==> src/inc/rsp_cfg.svh <==
// Behaviour
// a reply always starts with its descriptor, then the data packets follow.
// one descriptor per session, however many data packets follow it.
// each descriptor opens with sync bytes A5 then 5A.
// descriptor then carries 30-bit packet length, 2-bit send mode, one type byte.
// all data packets of a session share the announced length.
// send mode 0 means one packet, 1 means a stream; 2 and 3 never sent.
// the type byte names the kind of data, taken from the request.
// four main states: idle, scanning, request processing, fault halt.
// idle after reset; laser and measurement off, low power.
// scanning turns laser and measurement on and streams results.
// a request enters processing; nothing is sent until the operation ends.
// after processing, go to the state the request names.
// a hardware fault abandons the current work and enters fault halt.
// fault halt still answers queries but refuses scans until a core reset.
// scanning sends results only once motor rotation is stable.
// code 25 goes idle, code 40 reboots the core; neither replies.
// code 20 starts scanning with a continuous stream.
// code 82 with payload scans at top speed with a continuous stream.
// code 21 scans and streams without waiting for motor stability.
// codes 50, 52, 59 answer with one descriptor and one packet.
// code 84 with payload answers one packet of scan mode configuration.
// multi-byte fields go out least significant byte first.
// requests arriving while one is still pending are dropped.
// a request during a stream ends it, then is processed.
// length and mode form one little-endian word, mode in the top bits.
`ifndef RSP_CFG_SVH
`define RSP_CFG_SVH

// ****************************************************************
// protocol constants
// ****************************************************************
`define RSP_SYNC1        8'hA5
`define RSP_SYNC2        8'h5A
`define RSP_MODE_SINGLE  2'h0
`define RSP_MODE_STREAM  2'h1
`define RSP_DESC_LAST    30'h00000006
`define RSP_CMD_STOP     8'h25
`define RSP_CMD_REBOOT   8'h40
`define RSP_CMD_SCAN     8'h20
`define RSP_CMD_FAST     8'h82
`define RSP_CMD_FORCE    8'h21
`define RSP_CMD_IDENT    8'h50
`define RSP_CMD_COND     8'h52
`define RSP_CMD_PERIOD   8'h59
`define RSP_CMD_CONF     8'h84

// ****************************************************************
// register map
// ****************************************************************
`define RSP_OFF_STATUS   8'h00
`define RSP_OFF_DROPS    8'h04
`define RSP_OFF_LEN0     8'h10
`define RSP_NUM_LEN      7
`define RSP_LEN_RST      30'h00000005
`define RSP_STS_STATE    0
`define RSP_STS_PH       2
`define RSP_STS_FAULT    4
`define RSP_STS_PEND     5

// ****************************************************************
// timing
// ****************************************************************
`define RSP_CLK_NS       40
`define RSP_PROC_NS      1000
`define RSP_PROC_CYC     ((`RSP_PROC_NS + `RSP_CLK_NS - 1) / `RSP_CLK_NS)

`endif

==> src/inc/rsp_pkg.sv <==
`include "rsp_cfg.svh"
package rsp_pkg;

    typedef enum logic [1:0] {ST_IDLE, ST_SCAN, ST_PROC, ST_FAULT} rsp_state_e;
    typedef enum logic [1:0] {PH_OFF, PH_DESC, PH_DATA} rsp_txph_e;
    typedef logic [29:0] rsp_len_t;

    // length register that serves each reply kind
    function automatic logic [2:0] rsp_len_idx(input logic [7:0] c);
        case (c)
            `RSP_CMD_SCAN:   rsp_len_idx = 3'h0;
            `RSP_CMD_FAST:   rsp_len_idx = 3'h1;
            `RSP_CMD_FORCE:  rsp_len_idx = 3'h2;
            `RSP_CMD_IDENT:  rsp_len_idx = 3'h3;
            `RSP_CMD_COND:   rsp_len_idx = 3'h4;
            `RSP_CMD_PERIOD: rsp_len_idx = 3'h5;
            default:         rsp_len_idx = 3'h6;
        endcase
    endfunction

endpackage

==> src/logic/rsp_sync2.sv <==
`timescale 1ns/1ps
module rsp_sync2 #(
    parameter int W = 2
) (
    input  logic         clk,
    input  logic         rst,
    input  logic         ce,
    input  logic [W-1:0] d,
    output logic [W-1:0] q
);
    logic [W-1:0] s1_r;

    // ****************************************************************
    // two flops per bit
    // ****************************************************************
    for (genvar i = 0; i < W; i++) begin : g_bit
        always_ff @(posedge clk) begin
            if (rst) begin
                s1_r[i] <= 1'h0;
                q[i]    <= 1'h0;
            end else if (ce) begin
                s1_r[i] <= d[i];
                q[i]    <= s1_r[i];
            end
        end
    end
endmodule

==> src/logic/rsp_desc_byte.sv <==
`timescale 1ns/1ps
`include "rsp_cfg.svh"
module rsp_desc_byte
    import rsp_pkg::*;
(
    input  logic [2:0] idx,
    input  rsp_len_t   len,
    input  logic [1:0] mode,
    input  logic [7:0] dtype,
    output logic [7:0] byte_o
);
    // ****************************************************************
    // descriptor image, byte 0 first
    // ****************************************************************
    wire logic [31:0] len_word = {mode, len};
    wire logic [55:0] image    = {dtype, len_word, `RSP_SYNC2, `RSP_SYNC1};
    wire logic [5:0]  bit_ofs  = {idx, 3'h0};

    assign byte_o = (idx < 3'h7) ? image[bit_ofs +: 8] : 8'h00;
endmodule

==> src/logic/rsp_top.sv <==
`timescale 1ns/1ps
`include "rsp_cfg.svh"
module rsp_top
    import rsp_pkg::*;
#(
    parameter int PROC_CYC = `RSP_PROC_CYC,
    parameter int DROP_W   = 16
) (
    input  logic        REF_CLK,
    input  logic        RST,
    input  logic        CE,
    input  logic        PSEL,
    input  logic        PENABLE,
    input  logic        PWRITE,
    input  logic [7:0]  PADDR,
    input  logic [31:0] PWDATA,
    output logic [31:0] PRDATA,
    output logic        PREADY,
    output logic        PSLVERR,
    input  logic        REQ_VALID,
    input  logic [7:0]  REQ_CMD,
    input  logic        MOTOR_STABLE,
    input  logic        HW_FAULT,
    input  logic        DATA_VALID,
    input  logic [7:0]  DATA_BYTE,
    output logic        DATA_READY,
    output logic        TX_VALID,
    output logic [7:0]  TX_DATA,
    input  logic        TX_READY,
    output logic        LASER_EN,
    output logic        MEAS_EN,
    output logic        CORE_REBOOT
);
    localparam int CW = 16;

    if (PROC_CYC < 1 || PROC_CYC > 65535) begin : g_chk_proc
        $error("PROC_CYC out of range");
    end
    if (DROP_W < 1 || DROP_W > 32) begin : g_chk_drop
        $error("DROP_W out of range");
    end

    // ****************************************************************
    // state
    // ****************************************************************
    rsp_state_e        state_r, state_nxt;
    rsp_state_e        ret_r, ret_nxt;
    rsp_txph_e         ph_r, ph_nxt;
    logic [7:0]        cmd_r, cmd_nxt;
    logic [7:0]        pcmd_r, pcmd_nxt;
    logic              pend_r, pend_nxt;
    logic              fault_r, fault_nxt;
    logic              force_r, force_nxt;
    logic [1:0]        mode_r, mode_nxt;
    rsp_len_t          len_r, len_nxt;
    logic [7:0]        type_r, type_nxt;
    logic [29:0]       idx_r, idx_nxt;
    logic [CW-1:0]     cnt_r, cnt_nxt;
    logic [DROP_W-1:0] drops_r, drops_nxt;
    logic              reboot_r, reboot_nxt;
    logic [7:0]        tx_byte_r;
    logic              tx_vld_r;
    logic              laser_r;
    rsp_len_t          len_q [`RSP_NUM_LEN];
    logic [31:0]       prdata_r;
    logic              pslverr_r;

    // ****************************************************************
    // pin synchronisers
    // ****************************************************************
    logic motor_ok;
    logic fault_in;

    rsp_sync2 #(
        .W (2)
    ) u_sync (
        .clk (REF_CLK),
        .rst (RST),
        .ce  (CE),
        .d   ({MOTOR_STABLE, HW_FAULT}),
        .q   ({motor_ok, fault_in})
    );

    // ****************************************************************
    // descriptor byte selection
    // ****************************************************************
    logic [7:0] desc_byte;

    rsp_desc_byte u_desc (
        .idx    (idx_r[2:0]),
        .len    (len_r),
        .mode   (mode_r),
        .dtype  (type_r),
        .byte_o (desc_byte)
    );

    // ****************************************************************
    // decode
    // ****************************************************************
    wire logic       is_scan   = (cmd_r == `RSP_CMD_SCAN) || (cmd_r == `RSP_CMD_FAST)
                                 || (cmd_r == `RSP_CMD_FORCE);
    wire logic       is_query  = (cmd_r == `RSP_CMD_IDENT) || (cmd_r == `RSP_CMD_COND)
                                 || (cmd_r == `RSP_CMD_PERIOD) || (cmd_r == `RSP_CMD_CONF);
    wire logic [2:0] cmd_lsel  = rsp_len_idx(cmd_r);
    wire logic       fault_hit = fault_in && !fault_r;
    wire logic       tx_free   = !tx_vld_r || TX_READY;
    wire logic       gate_ok   = (idx_r != 30'h0) || (mode_r == `RSP_MODE_SINGLE)
                                 || force_r || motor_ok;
    wire logic       stop_now  = (ph_r == PH_DATA) && (idx_r == 30'h0) && pend_r
                                 && (mode_r == `RSP_MODE_STREAM);
    wire logic       adv       = tx_free && !stop_now && !fault_hit;
    wire logic       data_go   = adv && (ph_r == PH_DATA) && gate_ok;
    wire logic       emit      = (adv && (ph_r == PH_DESC)) || (data_go && DATA_VALID);
    wire logic       desc_last = (ph_r == PH_DESC) && (idx_r == `RSP_DESC_LAST);
    wire logic       pkt_last  = (ph_r == PH_DATA) && (idx_r == len_r - 30'h1);
    wire logic       proc_fin  = (state_r == ST_PROC) && (ph_r == PH_OFF)
                                 && (cnt_r == CW'(PROC_CYC - 1));
    wire logic       rest_st   = fault_r ? 1'h1 : 1'h0;

    // ****************************************************************
    // control next state
    // ****************************************************************
    always_comb begin
        state_nxt  = state_r;
        ret_nxt    = ret_r;
        ph_nxt     = ph_r;
        cmd_nxt    = cmd_r;
        pcmd_nxt   = pcmd_r;
        pend_nxt   = pend_r;
        fault_nxt  = fault_r;
        force_nxt  = force_r;
        mode_nxt   = mode_r;
        len_nxt    = len_r;
        type_nxt   = type_r;
        idx_nxt    = idx_r;
        cnt_nxt    = cnt_r;
        drops_nxt  = drops_r;
        reboot_nxt = 1'h0;
        if (state_r == ST_PROC && ph_r == PH_OFF && !proc_fin) begin
            cnt_nxt = cnt_r + CW'(1);
        end
        if (REQ_VALID) begin
            if (state_r == ST_IDLE || state_r == ST_FAULT) begin
                state_nxt = ST_PROC;
                cmd_nxt   = REQ_CMD;
                ret_nxt   = state_r;
                cnt_nxt   = '0;
            end else if (state_r == ST_SCAN && !pend_r) begin
                pend_nxt = 1'h1;
                pcmd_nxt = REQ_CMD;
            end else if (drops_r != '1) begin
                drops_nxt = drops_r + DROP_W'(1);
            end
        end
        if (stop_now) begin
            state_nxt = ST_PROC;
            cmd_nxt   = pcmd_r;
            pend_nxt  = 1'h0;
            ret_nxt   = ST_SCAN;
            ph_nxt    = PH_OFF;
            cnt_nxt   = '0;
        end
        if (emit) begin
            idx_nxt = (desc_last || pkt_last) ? 30'h0 : idx_r + 30'h1;
            if (desc_last) begin
                ph_nxt = PH_DATA;
            end else if (pkt_last && mode_r == `RSP_MODE_SINGLE) begin
                ph_nxt    = PH_OFF;
                state_nxt = rest_st ? ST_FAULT : ST_IDLE;
            end
        end
        if (proc_fin) begin
            type_nxt = cmd_r;
            len_nxt  = len_q[cmd_lsel];
            idx_nxt  = 30'h0;
            case (1'h1)
                (cmd_r == `RSP_CMD_STOP): begin
                    state_nxt = (ret_r == ST_FAULT) ? ST_FAULT : ST_IDLE;
                end
                (cmd_r == `RSP_CMD_REBOOT): begin
                    state_nxt  = ST_IDLE;
                    fault_nxt  = 1'h0;
                    reboot_nxt = 1'h1;
                end
                is_scan: begin
                    if (fault_r) begin
                        state_nxt = ST_FAULT;
                    end else begin
                        state_nxt = ST_SCAN;
                        ph_nxt    = PH_DESC;
                        mode_nxt  = `RSP_MODE_STREAM;
                        force_nxt = (cmd_r == `RSP_CMD_FORCE);
                    end
                end
                is_query: begin
                    ph_nxt    = PH_DESC;
                    mode_nxt  = `RSP_MODE_SINGLE;
                    force_nxt = 1'h0;
                end
                default: begin
                    state_nxt = rest_st ? ST_FAULT : ST_IDLE;
                end
            endcase
        end
        if (fault_hit) begin
            state_nxt = ST_FAULT;
            ph_nxt    = PH_OFF;
            fault_nxt = 1'h1;
            pend_nxt  = 1'h0;
        end
    end

    // ****************************************************************
    // control registers
    // ****************************************************************
    always_ff @(posedge REF_CLK) begin
        if (RST) begin
            state_r <= ST_IDLE;
            ret_r   <= ST_IDLE;
            ph_r    <= PH_OFF;
            cmd_r   <= 8'h00;
            pcmd_r  <= 8'h00;
            pend_r  <= 1'h0;
            fault_r <= 1'h0;
            force_r <= 1'h0;
            mode_r  <= `RSP_MODE_SINGLE;
        end else if (CE) begin
            state_r <= state_nxt;
            ret_r   <= ret_nxt;
            ph_r    <= ph_nxt;
            cmd_r   <= cmd_nxt;
            pcmd_r  <= pcmd_nxt;
            pend_r  <= pend_nxt;
            fault_r <= fault_nxt;
            force_r <= force_nxt;
            mode_r  <= mode_nxt;
        end
    end

    always_ff @(posedge REF_CLK) begin
        if (RST) begin
            len_r    <= `RSP_LEN_RST;
            type_r   <= 8'h00;
            idx_r    <= 30'h0;
            cnt_r    <= '0;
            drops_r  <= '0;
            reboot_r <= 1'h0;
            laser_r  <= 1'h0;
        end else if (CE) begin
            len_r    <= len_nxt;
            type_r   <= type_nxt;
            idx_r    <= idx_nxt;
            cnt_r    <= cnt_nxt;
            drops_r  <= drops_nxt;
            reboot_r <= reboot_nxt;
            laser_r  <= (state_nxt == ST_SCAN);
        end
    end

    // ****************************************************************
    // byte output
    // ****************************************************************
    always_ff @(posedge REF_CLK) begin
        if (RST) begin
            tx_vld_r  <= 1'h0;
            tx_byte_r <= 8'h00;
        end else if (CE) begin
            if (fault_hit) begin
                tx_vld_r <= 1'h0;
            end else if (emit) begin
                tx_vld_r  <= 1'h1;
                tx_byte_r <= (ph_r == PH_DESC) ? desc_byte : DATA_BYTE;
            end else if (TX_READY) begin
                tx_vld_r <= 1'h0;
            end
        end
    end

    assign DATA_READY  = CE && data_go;
    assign TX_VALID    = tx_vld_r;
    assign TX_DATA     = tx_byte_r;
    assign LASER_EN    = laser_r;
    assign MEAS_EN     = laser_r;
    assign CORE_REBOOT = reboot_r;

    // ****************************************************************
    // apb slave
    // ****************************************************************
    wire logic       apb_setup = PSEL && !PENABLE;
    wire logic       apb_wr    = PSEL && PENABLE && PWRITE;
    wire logic [7:0] len_ofs   = PADDR - `RSP_OFF_LEN0;
    wire logic       in_len    = (PADDR >= `RSP_OFF_LEN0) && (PADDR[1:0] == 2'h0)
                                 && (len_ofs[7:2] < 6'(`RSP_NUM_LEN));
    wire logic [2:0] len_sel   = len_ofs[4:2];
    wire logic       hit_sts   = (PADDR == `RSP_OFF_STATUS);
    wire logic       hit_drp   = (PADDR == `RSP_OFF_DROPS);
    wire logic       addr_ok   = hit_sts || hit_drp || in_len;

    logic [31:0] sts_word;
    always_comb begin
        sts_word                                  = 32'h0;
        sts_word[`RSP_STS_STATE +: 2]             = state_r;
        sts_word[`RSP_STS_PH +: 2]                = ph_r;
        sts_word[`RSP_STS_FAULT]                  = fault_r;
        sts_word[`RSP_STS_PEND]                   = pend_r;
    end

    wire logic [31:0] rd_val = hit_sts ? sts_word
                             : hit_drp ? 32'(drops_r)
                             : in_len  ? {2'h0, len_q[len_sel]}
                             : 32'h0;

    for (genvar i = 0; i < `RSP_NUM_LEN; i++) begin : g_len
        always_ff @(posedge REF_CLK) begin
            if (RST) begin
                len_q[i] <= `RSP_LEN_RST;
            end else if (CE && apb_wr && in_len && len_sel == 3'(i)) begin
                len_q[i] <= PWDATA[29:0];
            end
        end
    end

    always_ff @(posedge REF_CLK) begin
        if (RST) begin
            prdata_r  <= 32'h0;
            pslverr_r <= 1'h0;
        end else if (CE && apb_setup) begin
            prdata_r  <= PWRITE ? 32'h0 : rd_val;
            pslverr_r <= !addr_ok || (PWRITE && !in_len);
        end
    end

    assign PRDATA  = prdata_r;
    assign PREADY  = 1'h1;
    assign PSLVERR = pslverr_r && PSEL && PENABLE;
endmodule

==> config.mk <==
export PLATFORM = sky130hd
export DESIGN_NAME = rsp_top
export DESIGN_NICKNAME = d
export VERILOG_FILES = /design/src/inc/rsp_pkg.sv /design/src/logic/rsp_sync2.sv /design/src/logic/rsp_desc_byte.sv /design/src/logic/rsp_top.sv
export VERILOG_INCLUDE_DIRS = /design/src /design/src/inc
export SDC_FILE = /design/constraint.sdc
export NUM_CORES = 1
export LEC_CHECK = 0
export BUFFER_PORTS_ARGS = -buffer_cell sky130_fd_sc_hd__buf_2
export CAP_MARGIN = 5
export CORE_MARGIN = 2
export CORE_UTILIZATION = 55
export CTS_CLUSTER_SIZE = 30
export DETAILED_ROUTE_END_ITERATION = 10
export PLACE_DENSITY = 0.83
export SYNTH_ARGS = -nofsm -noshare
export SYNTH_HDL_FRONTEND = slang
export SYNTH_HIERARCHICAL = 1
export SYNTH_SLANG_ARGS = --single-unit
==> constraint.sdc <==
create_clock -name REF_CLK -period 20.4 [get_ports REF_CLK]
set_clock_uncertainty 0.2 [all_clocks]
set_input_delay 2.04 -clock REF_CLK [delete_from_list [all_inputs] [get_ports REF_CLK]]
set_output_delay 2.04 -clock REF_CLK [all_outputs]
set_load 0.01 [all_outputs]
Word-level counts from Yosys, hierarchy flattened. Memory sizes are Yosys's and may differ from the RTL's. A register that Yosys moved wholly into a read port is not among the register bits. Cells that the tools add are included.

Memory bits (writable): 210. Output and inout bits: 47. Bits in registers: 145. Memories: 1. Input port bits: 67. Logic and storage cells: 261.

Memories: len_q (depth 7, width 30, rd ports 2, clocked after Yosys merged registers in 1, write ports 7, line rsp_top.sv:64) `` rsp_len_t len_q [`RSP_NUM_LEN]; ``.

Reduce and logical (&&, ||, !) cells: 87. Muxes and demuxes: 98. $add $sub $neg: 5. Equal/unequal tests: 31. Bitwise gates (word level): 12. Shift operators: 1. Magnitude comparators: 3.

Operators by type and width (count): $mux 30 (14); $mux 16 (4); $mux 2 (32); $shiftx 56x7->8 (1); $mux 1 (42); $mux 8 (5); $logic_and 1x1->1 (36); $add 16x1->16 const B (2); $eq 8x7->1 const B (4); $add 30x1->30 const B (1); $eq 30x3->1 const B (1); $eq 30x30->1 (1); $logic_not 30->1 (1); $reduce_bool 30->1 (1); $sub 30x1->30 const B (1); $eq 8x6->1 const B (3); $pmux 3 s6 (1); $eq 16x5->1 const B (1); $eq 8x8->1 const B (2); $ne 16x16->1 const B (1); $logic_or 1x1->1 (15); $reduce_and 4->1 (3); $reduce_bool 2->1 (6); $eq 3x3->1 const B (3); 22 further kinds (56).

Longest topological paths before layout.
Word-level depth: 19. Mapped depth: 14. Mapped depth without buffers: 11.

Hierarchy. The synthesis kept the hierarchy.

By module, submodules not included: rsp_top (area an instance 19879.1 um^2, cells each 2098, seq. area each 9669.3 um^2, instances 1); rsp_desc_byte (area an instance 427.9 um^2, cells each 60, seq. area each 0.0 um^2, instances 1); rsp_sync2 (area an instance 140.1 um^2, cells each 13, seq. area each 80.1 um^2, instances 1).

Worst setup path before layout. No wires, ideal clock.

Kind: input to register. From: input port PADDR[4]. To: memory len_q[5][0] (netlist name), enable pin. Cell stages on the path: 11. Required time: 19699 ps. Path slack: 12506 ps. Arrival: 7193 ps. Buffers on the path: 5. Setup time: 501 ps. Path through: clkbuf_1 buf_1 clkbuf_1 inv_1 ha_1 xor2_1 nor3_1 nand4_1 clkbuf_1 clkbuf_1 o41ai_1.

RTL lines: start: declaration (line rsp_top.sv:15) `input logic [7:0] PADDR,`; end: declaration (line rsp_top.sv:64).

==> impl_metrics.csv <==
group,metric,value,unit
timing,tns,0,ps
timing,worstMarginPinSlew,1120,ps
finish,syn2layout_area_growth,10.4,%
setup_path,r2r_cells,11,
yosys,synth_common_cells,"295 x nand2_1, 239 x nor2_1, 210 x edfxtp_1, 202 x and2_1, 172 x dfxtp_1",
floorplanning,die_area,38700,µm²
clock_network,cts_buffers,42,
pwr,power.leakage,8.22,nW
yosys,synth-main-ff-cell,"edfxtp_1",
finish,layout-drive-gt1-share,12.7,%
placement,detailed_place_hpwl,39.4,mm
floorplanning,core-area,36600,µm²
setup_path,cp_slowest_cell,"nor3_2",
floorplanning,fp.dieW,197,µm
pwr,ir_drop,0.0666,mV
yosys,synthTopCellsByArea,"edfxtp_1 31%, dfxtp_1 17%, and2_1 6.2%",
clock_network,cts_setup_buffers,0,
setup_path,cp_cell_sequence,"buf_2, buf_4, inv_1, ha_1, xor2_1, nor3_1, nand4_1, buf_4, nor3_1, nand2_1, nor3_2, buf_4, nand2b_1",
placement,dpl.cell_count,2628,
timing,hold_viol,0,
yosys,ys_async_sr_fraction,0,%
pwr,power.switching,415,µW
finish,fill_cells,2951,
min_path,hp-class,"flop to flop",
clock_network,path_clk_slew,60,ps
detailed_routing,ant_nets,0,
detailed_routing,vias,17183,
pwr,comb_power_share,7.7,%
global_route,grt_overflow,0,
timing,rsz0062_at_grt,"no",
setup_path,crit_top_cell,"buf_4",
global_route,grt_pass1_wl,92.1,mm
finish,fin_nets,2283,
clock_network,holdBufCountCts,0,
yosys,yosysTopAreaCellShare,30.8,%
pwr,power_frac_seq,50.2,%
detailed_routing,drc,0,
detailed_routing,drt-initial-drc-count,1697,
clock_network,cts_tree,"built",
yosys,syn-mean-instance-area,9.42,µm²
floorplanning,initial_core_util,55.9,%
floorplanning,rows,70,
min_path,whs_path_depth,2,
timing,finalSetupViolCount,0,
clock_network,cts_resized,0,
pwr,power_frac_clock,42.0,%
yosys,synth-edff-count,210,
timing,layout_min_cycle_time,5560,ps
pwr,p_int,1.28,mW
floorplanning,die_y,197,µm
timing,maxSlewHeadroom,24.9,%
setup_path,end_kind,"flop",
setup_path,rr_startpoint,"len_r[0]$_SDFFE_PP1P_",
pwr,swShare,24.5,%
global_route,antenna_found_initial,6,
setup_path,crit_fanout,67,
min_path,hold_end,"type_r[1]$_SDFFE_PP0P_",
yosys,synth_cells,2171,
yosys,yosysMostFrequentCell,"nand2_1",
setup_path,arrival,5660,ps
setup_path,critPathLaunchType,"input port",
clock_network,cts-root-buf,"clkbuf_16",
global_route,track_usage,30.5,%
pwr,power_density,75.0,nW/µm²
run,max_cap_viol_count,0,
setup_path,cpPeakStageDelay,810,ps
clock_network,clk_latency,580,ps
yosys,syn_area,20400,µm²
floorplanning,ios,114,
timing,finalCritPeriodShare,27.3,%
yosys,yosys.area.top_type,"edfxtp_1",
setup_path,reg2reg_setup_slack,16150,ps
global_route,grt_max_degree,73,
clock_network,htree_num_levels,2,
status,status,"finished, final reports clean",
min_path,hp-start,"type_r[1]$_SDFFE_PP0P_",
timing,slew_violations,0,
clock_network,clk_path_buf_depth,3,
detailed_routing,first_pass_iters,5,
detailed_routing,vias_per_cell,6.35,
detailed_routing,wirelength,59.3,mm
timing,hold_ws,257,ps
setup_path,rr_endpoint,"idx_r[25]$_SDFFE_PP0P_",
clock_network,numClockSinks,382,
setup_path,critPathRequiredTime,20500,ps
yosys,synth_cell_type_count,83,
global_route,grt_pass1_vias,16682,
placement,portBuffers,108,
placement,gp_congestion,0.928,
detailed_routing,wl_per_cell,21.9,µm
yosys,synth_warnings,6,
yosys,ys_ff_latch,382,
finish,fin_cells,2708,
timing,max_clock_freq,180,MHz
setup_path,worstSetupPathType,"input port to flop",
yosys,synth_seq_area_share,47.7,%
==> cell type report <==
type,instances,area [µm²],area share (%)
Antenna cell,3,7.51,0.0333
Clock buffer,61,1160,5.15
Clock inverter,15,119,0.527
Inverter,24,90.1,0.399
Multi-Input combinational cell,1609,10000,44.4
Sequential cell,382,9750,43.2
Tap cell,468,586,2.59
Timing Repair Buffer,146,833,3.69
==> sequential cells by signal (all words and copies together) (netlist names), 16 cells and up <==
register,flops
cnt_r,16
PRDATA,30
len_r,30
drops_r,16
len_q,210
idx_r,30
==> how the worst max path moves through the flow <==
stage,start,to,slack [ps]
2_1_floorplan,PADDR[4],len_q[5][0]$_SDFFCE_PN1P_,12510
3_3_place_gp,PADDR[4],len_q[2][8]$_SDFFCE_PN0P_,14440
3_5_place_dp,PADDR[4],len_q[2][8]$_SDFFCE_PN0P_,14330
4_1_cts,PADDR[4],len_q[2][28]$_SDFFCE_PN0P_,14890
5_1_grt,PADDR[4],len_q[2][28]$_SDFFCE_PN0P_,14610
6_report,PADDR[4],len_q[4][2]$_SDFFCE_PN1P_,14840
==> critical path, delay by kind of cell <==
kind	cells	cell delay, ps
adder cells (fa/ha/maj)	1	270
AND/OR/NAND/NOR	6	1650
buffers and inverters	5	1520
XOR/XNOR	1	150
==> layer usage <==
metal  wire, µm  vias up  track usage [%]
met5         38        -                0
met3       5230      208             5.27
met2      28700      933             51.6
li1           -     7863                -
met4       2700        6             14.6
met1      22600     8173             38.1
==> cell families after synthesis <==
family	share of synthesized area, %
XOR/XNOR	3.04
AND/OR/NAND/NOR	26.2
other	0.0367
buffers and inverters	3.70
flip-flops	47.7
AO/OA/AOI/OAI	12.0
adder cells (fa/ha/maj)	0.673
multiplexers	6.66
==> power by group through the flow <==
stage | clock network, mW | logic [mW] | registers (mW)
2_1_floorplan | 0 | 0.0879 | 0.861
3_3_place_gp | 0 | 0.122 | 0.864
3_5_place_dp | 0 | 0.127 | 0.867
4_1_cts | 0.717 | 0.129 | 0.850
5_1_grt | 0.748 | 0.141 | 0.854
6_report | 0.712 | 0.131 | 0.851
==> cells in the final DEF, fill, tap and decap left out, types with 16 or more instances in the layout <==
master     synthesis  routed
and3_1            27      26
a22oi_1           32      32
nor3_1            60      58
clkbuf_16          0      42
mux4_2            30      30
xor2_1            41      41
mux2i_1           66      66
or3_1             26      26
and2_1           202     202
nand3_1           83      82
nor2_1           239     238
a21oi_1           95      94
a311oi_1          70      70
xnor2_1           30      30
edfxtp_1         210     210
nand4_1           18      18
buf_2              7     105
nand2b_1          16      16
inv_1             22      22
buf_4              8      41
o21ai_0           71      68
a211oi_1          17      17
nand2_1          295     294
dfxtp_1          172     172
==> through the flow <==
| step | instance area, µm² | power (mW) | setup WS [ps] | utilization [%] |
|---|---|---|---|---|
| 2_1_floorplan | 20500 | 0.949 | 12510 | - |
| 3_3_place_gp | 21300 | 0.987 | 14440 | 58.1 |
| 3_5_place_dp | 21300 | 0.994 | 14330 | 58.1 |
| 4_1_cts | 22600 | 1.70 | 14890 | 61.6 |
| 5_1_grt | 22600 | 1.74 | 14610 | 61.7 |
| 6_report | 22600 | 1.69 | 14840 | 61.7 |
(Power assumes the default switching activity.)
